[config.mk]
export PLATFORM = sky130hd
export DESIGN_NAME = spd_spi_port
export DESIGN_NICKNAME = d
export VERILOG_FILES = /design/src/pkg/spd_pkg.sv /design/src/spd_sync2.sv /design/src/spd_spi_port.sv
export SDC_FILE = /design/constraint.sdc
export NUM_CORES = 1
export LEC_CHECK = 0
export ABC_AREA = 1
export BUFFER_PORTS_ARGS = -buffer_cell sky130_fd_sc_hd__buf_2
export CAP_MARGIN = 10
export CORE_ASPECT_RATIO = 1.1
export CORE_MARGIN = 2
export CORE_UTILIZATION = 40
export DETAILED_ROUTE_END_ITERATION = 6
export HOLD_SLACK_MARGIN = 0.1
export MAX_ROUTING_LAYER = met4
export SYNTH_ARGS = -nofsm -noshare
export SYNTH_HDL_FRONTEND = slang
export SYNTH_SLANG_ARGS = --single-unit
[constraint.sdc]
create_clock -name clk_sys -period 3.4 [get_ports clk_sys]
set_input_delay 0.85 -clock clk_sys [delete_from_list [all_inputs] [get_ports clk_sys]]
set_output_delay 0.85 -clock clk_sys [all_outputs]
set_load 0.005 [all_outputs]
[src/pkg/spd_pkg.sv]
package spd_pkg;

    // ==========================================================
    // Core clock and timing
    // ==========================================================
    localparam int CORE_CLK_PERIOD_NS = 50;
    // Bounds on the final-edge-to-output-change window, in core clock periods.
    localparam int SLH_MIN_CYC = 6;
    localparam int SLH_MAX_CYC = 8;
    // Pin to edge-detect latency through the two-flop synchroniser and edge register.
    localparam int SYNC_LAT_CYC = 3;
    localparam logic [2:0] SLH_HOLD_CYC = 3'((SLH_MIN_CYC + SLH_MAX_CYC) / 2 - SYNC_LAT_CYC);
    localparam logic [2:0] LAST_BIT_IDX = 3'h7;
    localparam logic [3:0] LAST_HALF_IDX = 4'hf;

    // ==========================================================
    // Register map
    // ==========================================================
    localparam int ADDR_W = 12;
    localparam logic [7:0] IDX_CTRL = 8'ha1;
    localparam logic [7:0] IDX_RATE = 8'ha2;
    localparam logic [7:0] IDX_DATA = 8'ha3;
    localparam logic [7:0] IDX_STAT = 8'ha4;
    localparam logic [7:0] IDX_IEN = 8'ha5;
    localparam logic [7:0] IDX_ICLR = 8'ha6;
    localparam logic [ADDR_W-1:0] ADDR_CTRL = {2'b00, IDX_CTRL, 2'b00};
    localparam logic [ADDR_W-1:0] ADDR_RATE = {2'b00, IDX_RATE, 2'b00};
    localparam logic [ADDR_W-1:0] ADDR_DATA = {2'b00, IDX_DATA, 2'b00};
    localparam logic [ADDR_W-1:0] ADDR_STAT = {2'b00, IDX_STAT, 2'b00};
    localparam logic [ADDR_W-1:0] ADDR_IEN = {2'b00, IDX_IEN, 2'b00};
    localparam logic [ADDR_W-1:0] ADDR_ICLR = {2'b00, IDX_ICLR, 2'b00};

    // ==========================================================
    // Field positions and reset values
    // ==========================================================
    localparam int CTRL_EN_BIT = 0;
    localparam int CTRL_MST_BIT = 1;
    localparam int CTRL_CPOL_BIT = 2;
    localparam int CTRL_CPHA_BIT = 3;
    localparam int STAT_TXE_BIT = 0;
    localparam int STAT_RXF_BIT = 1;
    localparam int STAT_BUSY_BIT = 2;
    localparam int STAT_EV_LSB = 4;
    localparam int EV_W = 3;
    localparam int EV_DONE_BIT = 0;
    localparam int EV_WRITE_COLLISION_FLAG_BIT = 1;
    localparam int EV_OVR_BIT = 2;
    localparam logic [3:0] CTRL_RST = 4'h0;
    localparam logic [7:0] RATE_RST = 8'h00;
    localparam logic [7:0] DATA_RST = 8'h00;
    localparam logic [EV_W-1:0] EV_RST = 3'h0;

    // ==========================================================
    // Engine states
    // ==========================================================
    typedef enum logic [1:0] {
        ST_IDLE = 2'b00,
        ST_RUN = 2'b01,
        ST_HOLD = 2'b11
    } spd_state_t;

endpackage : spd_pkg

[src/spd_sync2.sv]
`timescale 1ns/1ps
`default_nettype none

// ==========================================================
// Two-flop synchroniser
// ==========================================================
module spd_sync2 #(
    parameter logic RST_VAL = 1'b0
) (
    // Clock and reset
    input wire logic clk_sys,
    input wire logic rst,
    // Data
    input wire logic d,
    output logic q
);

    logic meta_r;
    logic q_r;

    always_ff @(posedge clk_sys or posedge rst) begin
        if (rst) begin
            meta_r <= RST_VAL;
            q_r <= RST_VAL;
        end else begin
            meta_r <= d;
            q_r <= meta_r;
        end
    end

    assign q = q_r;

endmodule : spd_sync2

`default_nettype wire

[src/spd_spi_port.sv]
// Decided for this implementation: the APB interface to the registers.
`timescale 1ns/1ps
`default_nettype none

// Notes on behaviour
// - Data write fills transmit buffer, not lines.
// - Master write starts transfer; slave waits.
// - Data read returns receive buffer.
// - Polarity one inverts idle level and edges.
// - Slave MISO valid within four after select falls.
// - Slave MISO released within four after select rises.
// - Slave MISO updates within four after shift.
// - Phase one: MISO changes 6-8 after last.
// - Empty flag clears on write, sets on move.
// - Write while full ignored, sets collision flag.
// - Slave receive with unread buffer sets overrun.
module spd_spi_port
    import spd_pkg::*;
(
    // Clock and reset
    input wire logic clk_sys,
    input wire logic rst,
    // APB slave
    input wire logic psel,
    input wire logic penable,
    input wire logic pwrite,
    input wire logic [ADDR_W-1:0] paddr,
    input wire logic [31:0] pwdata,
    output logic [31:0] prdata,
    output logic pready,
    output logic pslverr,
    // Interrupt
    output logic irq,
    // Serial clock
    input wire logic sck_in,
    output logic sck_out,
    output logic sck_oe,
    // Master out, slave in
    input wire logic mosi_in,
    output logic mosi_out,
    output logic mosi_oe,
    // Master in, slave out
    input wire logic miso_in,
    output logic miso_out,
    output logic miso_oe,
    // Slave select
    input wire logic slave_select_n,
    output logic ss_out_n,
    output logic ss_oe
);

    // ==========================================================
    // Pin synchronisers
    // ==========================================================
    logic sck_s;
    logic mosi_s;
    logic miso_s;
    logic ss_n_s;

    spd_sync2 #(.RST_VAL(1'b0)) u_sync_sck (.clk_sys(clk_sys), .rst(rst), .d(sck_in), .q(sck_s));
    spd_sync2 #(.RST_VAL(1'b0)) u_sync_mosi (.clk_sys(clk_sys), .rst(rst), .d(mosi_in), .q(mosi_s));
    spd_sync2 #(.RST_VAL(1'b0)) u_sync_miso (.clk_sys(clk_sys), .rst(rst), .d(miso_in), .q(miso_s));
    spd_sync2 #(.RST_VAL(1'b1)) u_sync_ss (.clk_sys(clk_sys), .rst(rst),
        .d(slave_select_n), .q(ss_n_s));

    // ==========================================================
    // State
    // ==========================================================
    logic [3:0] ctrl_r, ctrl_nxt;
    logic [7:0] rate_r, rate_nxt;
    logic [7:0] txbuf_r, txbuf_nxt;
    logic [7:0] rxbuf_r, rxbuf_nxt;
    logic [7:0] sr_r, sr_nxt;
    logic tx_empty_r, tx_empty_nxt;
    logic rx_full_r, rx_full_nxt;
    logic [EV_W-1:0] ev_r, ev_nxt;
    logic [EV_W-1:0] ien_r, ien_nxt;
    spd_state_t state_r, state_nxt;
    logic [2:0] bitcnt_r, bitcnt_nxt;
    logic [3:0] half_r, half_nxt;
    logic [7:0] div_r, div_nxt;
    logic sckn_r, sckn_nxt;
    logic [2:0] hold_r, hold_nxt;
    logic dout_r, dout_nxt;
    logic sck_prev_r, sck_prev_nxt;
    logic [31:0] prdata_r, prdata_nxt;
    logic pready_r, pready_nxt;
    logic pslverr_r, pslverr_nxt;
    logic irq_r, irq_nxt;
    logic sck_out_r, sck_out_nxt;
    logic sck_oe_r, sck_oe_nxt;
    logic mosi_oe_r, mosi_oe_nxt;
    logic miso_oe_r, miso_oe_nxt;
    logic ss_out_n_r, ss_out_n_nxt;
    logic ss_oe_r, ss_oe_nxt;

    // ==========================================================
    // Next-state logic
    // ==========================================================
    always_comb begin
        logic setup;
        logic wr;
        logic rd;
        logic mapped;
        logic en;
        logic mst;
        logic cpol;
        logic cpha;
        logic ss_low;
        logic lead;
        logic trail;
        logic sample;
        logic shift;
        logic din;
        logic done;
        logic load;
        logic [7:0] sr_load;
        logic [EV_W-1:0] ev_set;
        logic [EV_W-1:0] ev_clr;
        setup = psel & ~penable;
        wr = psel & penable & pready_r & pwrite;
        rd = psel & penable & pready_r & ~pwrite;
        mapped = (paddr == ADDR_CTRL) | (paddr == ADDR_RATE) | (paddr == ADDR_DATA)
            | (paddr == ADDR_STAT) | (paddr == ADDR_IEN) | (paddr == ADDR_ICLR);
        en = ctrl_r[CTRL_EN_BIT];
        mst = ctrl_r[CTRL_MST_BIT];
        cpol = ctrl_r[CTRL_CPOL_BIT];
        cpha = ctrl_r[CTRL_CPHA_BIT];
        ss_low = ~ss_n_s;
        din = mst ? miso_s : mosi_s;
        lead = 1'b0;
        trail = 1'b0;
        done = 1'b0;
        load = 1'b0;
        ev_set = '0;
        ev_clr = '0;
        sr_load = tx_empty_r ? sr_r : txbuf_r;

        ctrl_nxt = ctrl_r;
        rate_nxt = rate_r;
        txbuf_nxt = txbuf_r;
        rxbuf_nxt = rxbuf_r;
        sr_nxt = sr_r;
        tx_empty_nxt = tx_empty_r;
        rx_full_nxt = rx_full_r;
        ien_nxt = ien_r;
        state_nxt = state_r;
        bitcnt_nxt = bitcnt_r;
        half_nxt = half_r;
        div_nxt = div_r;
        sckn_nxt = sckn_r;
        hold_nxt = hold_r;
        dout_nxt = dout_r;
        // Edges are found on the normalised clock, so one detector serves both polarities.
        sck_prev_nxt = sck_s;
        if (((sck_s ^ cpol) & ~(sck_prev_r ^ cpol)) & ~mst & ss_low) begin
            lead = 1'b1;
        end
        if ((~(sck_s ^ cpol) & (sck_prev_r ^ cpol)) & ~mst & ss_low) begin
            trail = 1'b1;
        end

        // Bus registers.
        pready_nxt = setup;
        prdata_nxt = prdata_r;
        pslverr_nxt = pslverr_r;
        if (setup) begin
            pslverr_nxt = ~mapped;
            prdata_nxt = 32'h0000_0000;
            unique case (paddr)
                ADDR_CTRL: prdata_nxt[3:0] = ctrl_r;
                ADDR_RATE: prdata_nxt[7:0] = rate_r;
                ADDR_DATA: prdata_nxt[7:0] = rxbuf_r;
                ADDR_STAT: begin
                    prdata_nxt[STAT_TXE_BIT] = tx_empty_r;
                    prdata_nxt[STAT_RXF_BIT] = rx_full_r;
                    prdata_nxt[STAT_BUSY_BIT] = (state_r != ST_IDLE);
                    prdata_nxt[STAT_EV_LSB +: EV_W] = ev_r;
                end
                ADDR_IEN: prdata_nxt[EV_W-1:0] = ien_r;
                default: prdata_nxt = 32'h0000_0000;
            endcase
        end
        if (wr && paddr == ADDR_CTRL) begin
            ctrl_nxt = pwdata[3:0];
        end
        if (wr && paddr == ADDR_RATE) begin
            rate_nxt = pwdata[7:0];
        end
        if (wr && paddr == ADDR_IEN) begin
            ien_nxt = pwdata[EV_W-1:0];
        end
        if (wr && paddr == ADDR_ICLR) begin
            ev_clr = pwdata[EV_W-1:0];
        end
        if (wr && paddr == ADDR_DATA) begin
            if (tx_empty_r) begin
                txbuf_nxt = pwdata[7:0];
                tx_empty_nxt = 1'b0;
            end else begin
                ev_set[EV_WRITE_COLLISION_FLAG_BIT] = 1'b1;
            end
        end
        if (rd && paddr == ADDR_DATA) begin
            rx_full_nxt = 1'b0;
        end

        // Master clock divider: each half period is rate_r + 1 core clocks.
        if (mst && state_r == ST_RUN) begin
            if (div_r == rate_r) begin
                div_nxt = 8'h00;
                sckn_nxt = ~sckn_r;
                half_nxt = 4'(half_r + 4'h1);
                lead = ~sckn_r;
                trail = sckn_r;
            end else begin
                div_nxt = 8'(div_r + 8'h01);
            end
        end
        sample = cpha ? trail : lead;
        shift = cpha ? lead : trail;

        unique case (state_r)
            ST_IDLE: begin
                if (en && mst && !tx_empty_r) begin
                    load = 1'b1;
                end else if (en && !mst && ss_low) begin
                    load = 1'b1;
                end
            end
            ST_RUN: begin
                if (shift) begin
                    dout_nxt = sr_r[7];
                end
                if (sample) begin
                    // Master sampling goes through the synchroniser, so MISO setup must cover it.
                    sr_nxt = {sr_r[6:0], din};
                    bitcnt_nxt = 3'(bitcnt_r + 3'h1);
                    done = (bitcnt_r == LAST_BIT_IDX);
                end
                if (mst && lead && half_r == LAST_HALF_IDX) begin
                    state_nxt = ST_IDLE;
                end else if (mst && trail && half_r == LAST_HALF_IDX) begin
                    state_nxt = ST_IDLE;
                end else if (!mst && done) begin
                    if (cpha) begin
                        state_nxt = ST_HOLD;
                        hold_nxt = 3'h0;
                    end else begin
                        state_nxt = ST_IDLE;
                    end
                end
            end
            ST_HOLD: begin
                hold_nxt = 3'(hold_r + 3'h1);
                if (hold_r == 3'(SLH_HOLD_CYC - 3'h1)) begin
                    load = 1'b1;
                end
            end
            default: begin
                state_nxt = ST_IDLE;
            end
        endcase

        if (done) begin
            rxbuf_nxt = sr_nxt;
            rx_full_nxt = 1'b1;
            ev_set[EV_DONE_BIT] = 1'b1;
            if (rx_full_r && !mst) begin
                ev_set[EV_OVR_BIT] = 1'b1;
            end
        end

        if (load) begin
            state_nxt = ST_RUN;
            sr_nxt = sr_load;
            dout_nxt = sr_load[7];
            bitcnt_nxt = 3'h0;
            half_nxt = 4'h0;
            div_nxt = 8'h00;
            sckn_nxt = 1'b0;
            if (!tx_empty_r) begin
                tx_empty_nxt = 1'b1;
            end
        end

        // Loss of enable or of the select aborts the byte and leaves the buffers alone.
        if (!en || (!mst && !ss_low)) begin
            state_nxt = ST_IDLE;
            bitcnt_nxt = 3'h0;
            sckn_nxt = 1'b0;
        end

        // A new event beats a clear written in the same cycle.
        ev_nxt = (ev_r & ~ev_clr) | ev_set;
        irq_nxt = |(ev_nxt & ien_nxt);

        // Pin drivers.
        sck_out_nxt = (mst && state_nxt == ST_RUN) ? (sckn_nxt ^ cpol) : cpol;
        sck_oe_nxt = en & mst;
        mosi_oe_nxt = en & mst;
        ss_oe_nxt = en & mst;
        ss_out_n_nxt = ~(mst && state_nxt == ST_RUN);
        miso_oe_nxt = en & ~mst & ss_low;
    end

    // ==========================================================
    // Registers
    // ==========================================================
    always_ff @(posedge clk_sys or posedge rst) begin
        if (rst) begin
            ctrl_r <= CTRL_RST;
            rate_r <= RATE_RST;
            txbuf_r <= DATA_RST;
            rxbuf_r <= DATA_RST;
            sr_r <= DATA_RST;
            tx_empty_r <= 1'b1;
            rx_full_r <= 1'b0;
            ev_r <= EV_RST;
            ien_r <= EV_RST;
            state_r <= ST_IDLE;
            bitcnt_r <= 3'h0;
            half_r <= 4'h0;
            div_r <= 8'h00;
            sckn_r <= 1'b0;
            hold_r <= 3'h0;
            dout_r <= 1'b0;
            sck_prev_r <= 1'b0;
            prdata_r <= 32'h0000_0000;
            pready_r <= 1'b0;
            pslverr_r <= 1'b0;
            irq_r <= 1'b0;
            sck_out_r <= 1'b0;
            sck_oe_r <= 1'b0;
            mosi_oe_r <= 1'b0;
            miso_oe_r <= 1'b0;
            ss_out_n_r <= 1'b1;
            ss_oe_r <= 1'b0;
        end else begin
            ctrl_r <= ctrl_nxt;
            rate_r <= rate_nxt;
            txbuf_r <= txbuf_nxt;
            rxbuf_r <= rxbuf_nxt;
            sr_r <= sr_nxt;
            tx_empty_r <= tx_empty_nxt;
            rx_full_r <= rx_full_nxt;
            ev_r <= ev_nxt;
            ien_r <= ien_nxt;
            state_r <= state_nxt;
            bitcnt_r <= bitcnt_nxt;
            half_r <= half_nxt;
            div_r <= div_nxt;
            sckn_r <= sckn_nxt;
            hold_r <= hold_nxt;
            dout_r <= dout_nxt;
            sck_prev_r <= sck_prev_nxt;
            prdata_r <= prdata_nxt;
            pready_r <= pready_nxt;
            pslverr_r <= pslverr_nxt;
            irq_r <= irq_nxt;
            sck_out_r <= sck_out_nxt;
            sck_oe_r <= sck_oe_nxt;
            mosi_oe_r <= mosi_oe_nxt;
            miso_oe_r <= miso_oe_nxt;
            ss_out_n_r <= ss_out_n_nxt;
            ss_oe_r <= ss_oe_nxt;
        end
    end

    // ==========================================================
    // Outputs
    // ==========================================================
    assign prdata = prdata_r;
    assign pready = pready_r;
    assign pslverr = pslverr_r;
    assign irq = irq_r;
    assign sck_out = sck_out_r;
    assign sck_oe = sck_oe_r;
    assign mosi_out = dout_r;
    assign mosi_oe = mosi_oe_r;
    assign miso_out = dout_r;
    assign miso_oe = miso_oe_r;
    assign ss_out_n = ss_out_n_r;
    assign ss_oe = ss_oe_r;

endmodule : spd_spi_port

`default_nettype wire

==> results.py <==
metrics = {
    "status": {
        "status": "finished clean",
    },
    "synth": {
        "ys.warnings.count": 0,
        "synth_flop_cell": "dfrtp_1",
        "syn_avg_cell_area_um2": 8.44,
        "yosysSeqAreaShare": 0.483,
        "synth_seq_cells": 90,
        "yosysTopAreaCell": "dfrtp_1",
        "synthTopCellsByArea": "dfrtp_1 46%, nand2_1 11%, inv_1 5.1%",
        "synth_edf_count": 0,
        "synth_cells": 554,
        "async_flop_share": 1.00,
        "synth_top_area_frac": 0.460,
        "ys_types": 48,
        "synth_area_um2": 4670,
    },
    "finish": {
        "areaGrowthSynthToFinish_pct": 13.7,
        "fillCellCount": 1109,
        "drive_gt1_frac": 0.181,
        "postLayoutCoreUtil": 0.464,
        "stdcell_count": 757,
        "final_nets": 664,
        "diodes": 0,
    },
    "die": {
        "dieWidth_um": 107,
        "start_util": 0.409,
        "die_h_um": 117,
        "coreArea_um2": 11400,
        "io_pins": 96,
        "die_area_um2": 12600,
        "std_cell_rows": 41,
    },
    "setup_path": {
        "crit_type": "flip-flop to flip-flop",
        "start_kind": "flip-flop",
        "worst_ep_required_time_ns": 3.62,
        "end_kind": "flip-flop",
        "crit_arrival_ns": 2.69,
        "worst-path-max-fanout": 19,
    },
    "cts": {
        "cts.clk_slew.worst_paths_ns": 0.06,
        "numCtsBuffers": 9,
        "cts_resized": 0,
        "cts_setup_buffers": 0,
        "cts_tree": "done",
        "cts_buffer_depth": 2,
        "ctsHoldBuffers": 0,
        "htreeDepth": 3,
        "clock-sinks": 90,
        "cts_root_buffer": "clkbuf_16",
        "worst_skew_pair.late_latency_ns": 0.34,
    },
    "global_route": {
        "track_usage": 0.187,
        "antenna_found_initial": 0,
        "grt_pass1_vias": 3553,
        "grt_pass1_wl_um": 17700,
        "grt_max_degree": 37,
        "overflow": 0,
    },
    "sta": {
        "hold_viol": 0,
        "clock.fmax_mhz": 405,
        "rsz0062_at_grt": "false",
        "fin_crit_sh": 0.726,
        "slew_violations": 0,
        "clock_skew_ns": 0.00677,
        "setup_viol": 0,
        "slew_headroom": 0.544,
        "period_needed_ns": 2.47,
        "tightest_slew_ns": 0.684,
        "setup_tns_ns": 0,
    },
    "detailed_routing": {
        "routedWlPerCell_um": 14.2,
        "drc": 0,
        "dr.pass1.iters": 4,
        "wirelength_um": 10800,
        "viasPerCell": 4.85,
        "ant_nets": 0,
        "drt-initial-drc-count": 155,
        "num_vias": 3671,
    },
    "pwr": {
        "peakVddDrop_mv": 0.168,
        "power_density_nw_per_um2": 442,
        "leakage_nw": 2.67,
    },
    "worst_hold_path": {
        "hold_path_class": "flip-flop to flip-flop",
    },
    "place": {
        "place_hpwl_um": 8040,
        "gp_congestion": 0.900,
        "io_buffers": 47,
        "dpl.cell_count": 741,
    },
    "job": {
        "maxCapViolations": 0,
    },
}
==> placed cells by master (no fill, tap or decap), drive strengths merged, types with 2 or more instances in the layout <==
master	instances
nand2	145
dfrtp	86
inv	72
o21ai	56
buf	50
nand3	44
nor2	32
conb	24
a21oi	20
clkbuf	12
nor3	11
ha	9
o22ai	5
xor2	5
xnor2	4
dfstp	4
nand4	4
bufinv	3
nor4	3
nand3b	2
a311oi	2
a211oi	2
o31ai	2
==> where the power goes <==
group / leakage [nW] / internal, mW / switching (mW)
clock: 0.169 / 0.759 / 0.413
sequential: 1.20 / 1.08 / 0.00543
combinational: 1.29 / 0.0262 / 0.0601
==> registers in the layout, summed over array words and instances, names as in the netlist, 2 cells and up <==
name      count
div_r         8
rxbuf_r       8
sr_r          8
hold_r        3
rate_r        8
ien_r         3
state_r       2
bitcnt_r      3
ctrl_r        4
half_r        4
txbuf_r       8
ev_r          3
prdata        8
==> routing by layer <==
metal / GRT usage / vias up / wire (um)
met5: - / - / 0
met1: 0.238 / 1732 / 4780
met4: 0.0836 / 0 / 290
li1: - / 1843 / -
met2: 0.296 / 78 / 5270
met3: 0.0261 / 18 / 424
==> path summary, 6_finish.rpt <==
path | start | endpoint | slack (ns) | depth (start not counted)
max in group asynchronous | rst | u_sync_ss.q | 2.05 | 3
max | state_r[1] | irq | 0.93 | 13
min | u_sync_mosi.meta_r | u_sync_mosi.q | 0.35 | 0
min reg2reg | u_sync_mosi.meta_r | u_sync_mosi.q | 0.35 | 0
max reg2reg | state_r[1] | irq | 0.93 | 13
min in group asynchronous | rst | u_sync_miso.meta_r | 0.58 | 2
==> critical path, stage by stage, from the launching register on <==
cell and delay (ns):
dfrtp_1 0.38, inv_1 0.14, ha_1 0.38, nand2_1 0.15
inv_2 0.13, nand4_2 0.22, nand2_2 0.17, nand2_4 0.08
nand3_4 0.19, nor2_4 0.07, inv_4 0.19, nand2_1 0.11
nand2_1 0.07, nand3_1 0.07
==> kinds of logic (layout without fill, tap and decap cells) <==
logic type | count (synthesis) | count (layout) | synth area share
and+or+nand+nor | 243 | 243 | 0.245
muxes | 1 | 1 | 0.00214
adders and majority gates | 9 | 9 | 0.0241
buffers and inverters | 109 | 139 | 0.115
DFF | 90 | 90 | 0.483
other | 1 | 24 | 0.000802
xor gates and xnor gates | 9 | 9 | 0.0169
AOI/OAI and AO/OA | 92 | 92 | 0.113
==> cell usage after synthesis (all sizes together), types with 3 or more instances <==
master and count:
nand2 145, dfrtp 86, inv 73, o21ai 56, nand3 44, buf 32
nor2 32, a21oi 20, nor3 11, ha 9, o22ai 5, xor2 5
clkbuf 4, dfstp 4, nand4 4, xnor2 4, nor4 3
==> metrics by stage <==
stage                     hold slack (ns)  cell area (um^2)  worst slack, ns  power [mW]
final                               0.348              5310            0.930        2.35
after detailed placement            0.335              4960            0.801        1.20
after global routing                0.354              5310            0.740        2.43
after global placement              0.333              4960            0.814        1.19
after floorplan                     0.331              4760            0.221        1.17
after CTS                           0.349              5310            0.933        2.37
==> final cells by class <==
| type | count | area (um^2) | area share |
|---|---|---|---|
| Timing Repair Buffer | 50 | 270 | 0.0509 |
| Clock inverter | 4 | 97.6 | 0.0184 |
| Multi-Input combinational cell | 378 | 1970 | 0.370 |
| Sequential cell | 90 | 2260 | 0.425 |
| Clock buffer | 12 | 256 | 0.0483 |
| Inverter | 73 | 278 | 0.0523 |
| Tap cell | 150 | 188 | 0.0353 |
Power figures use the tool's default switching activity.
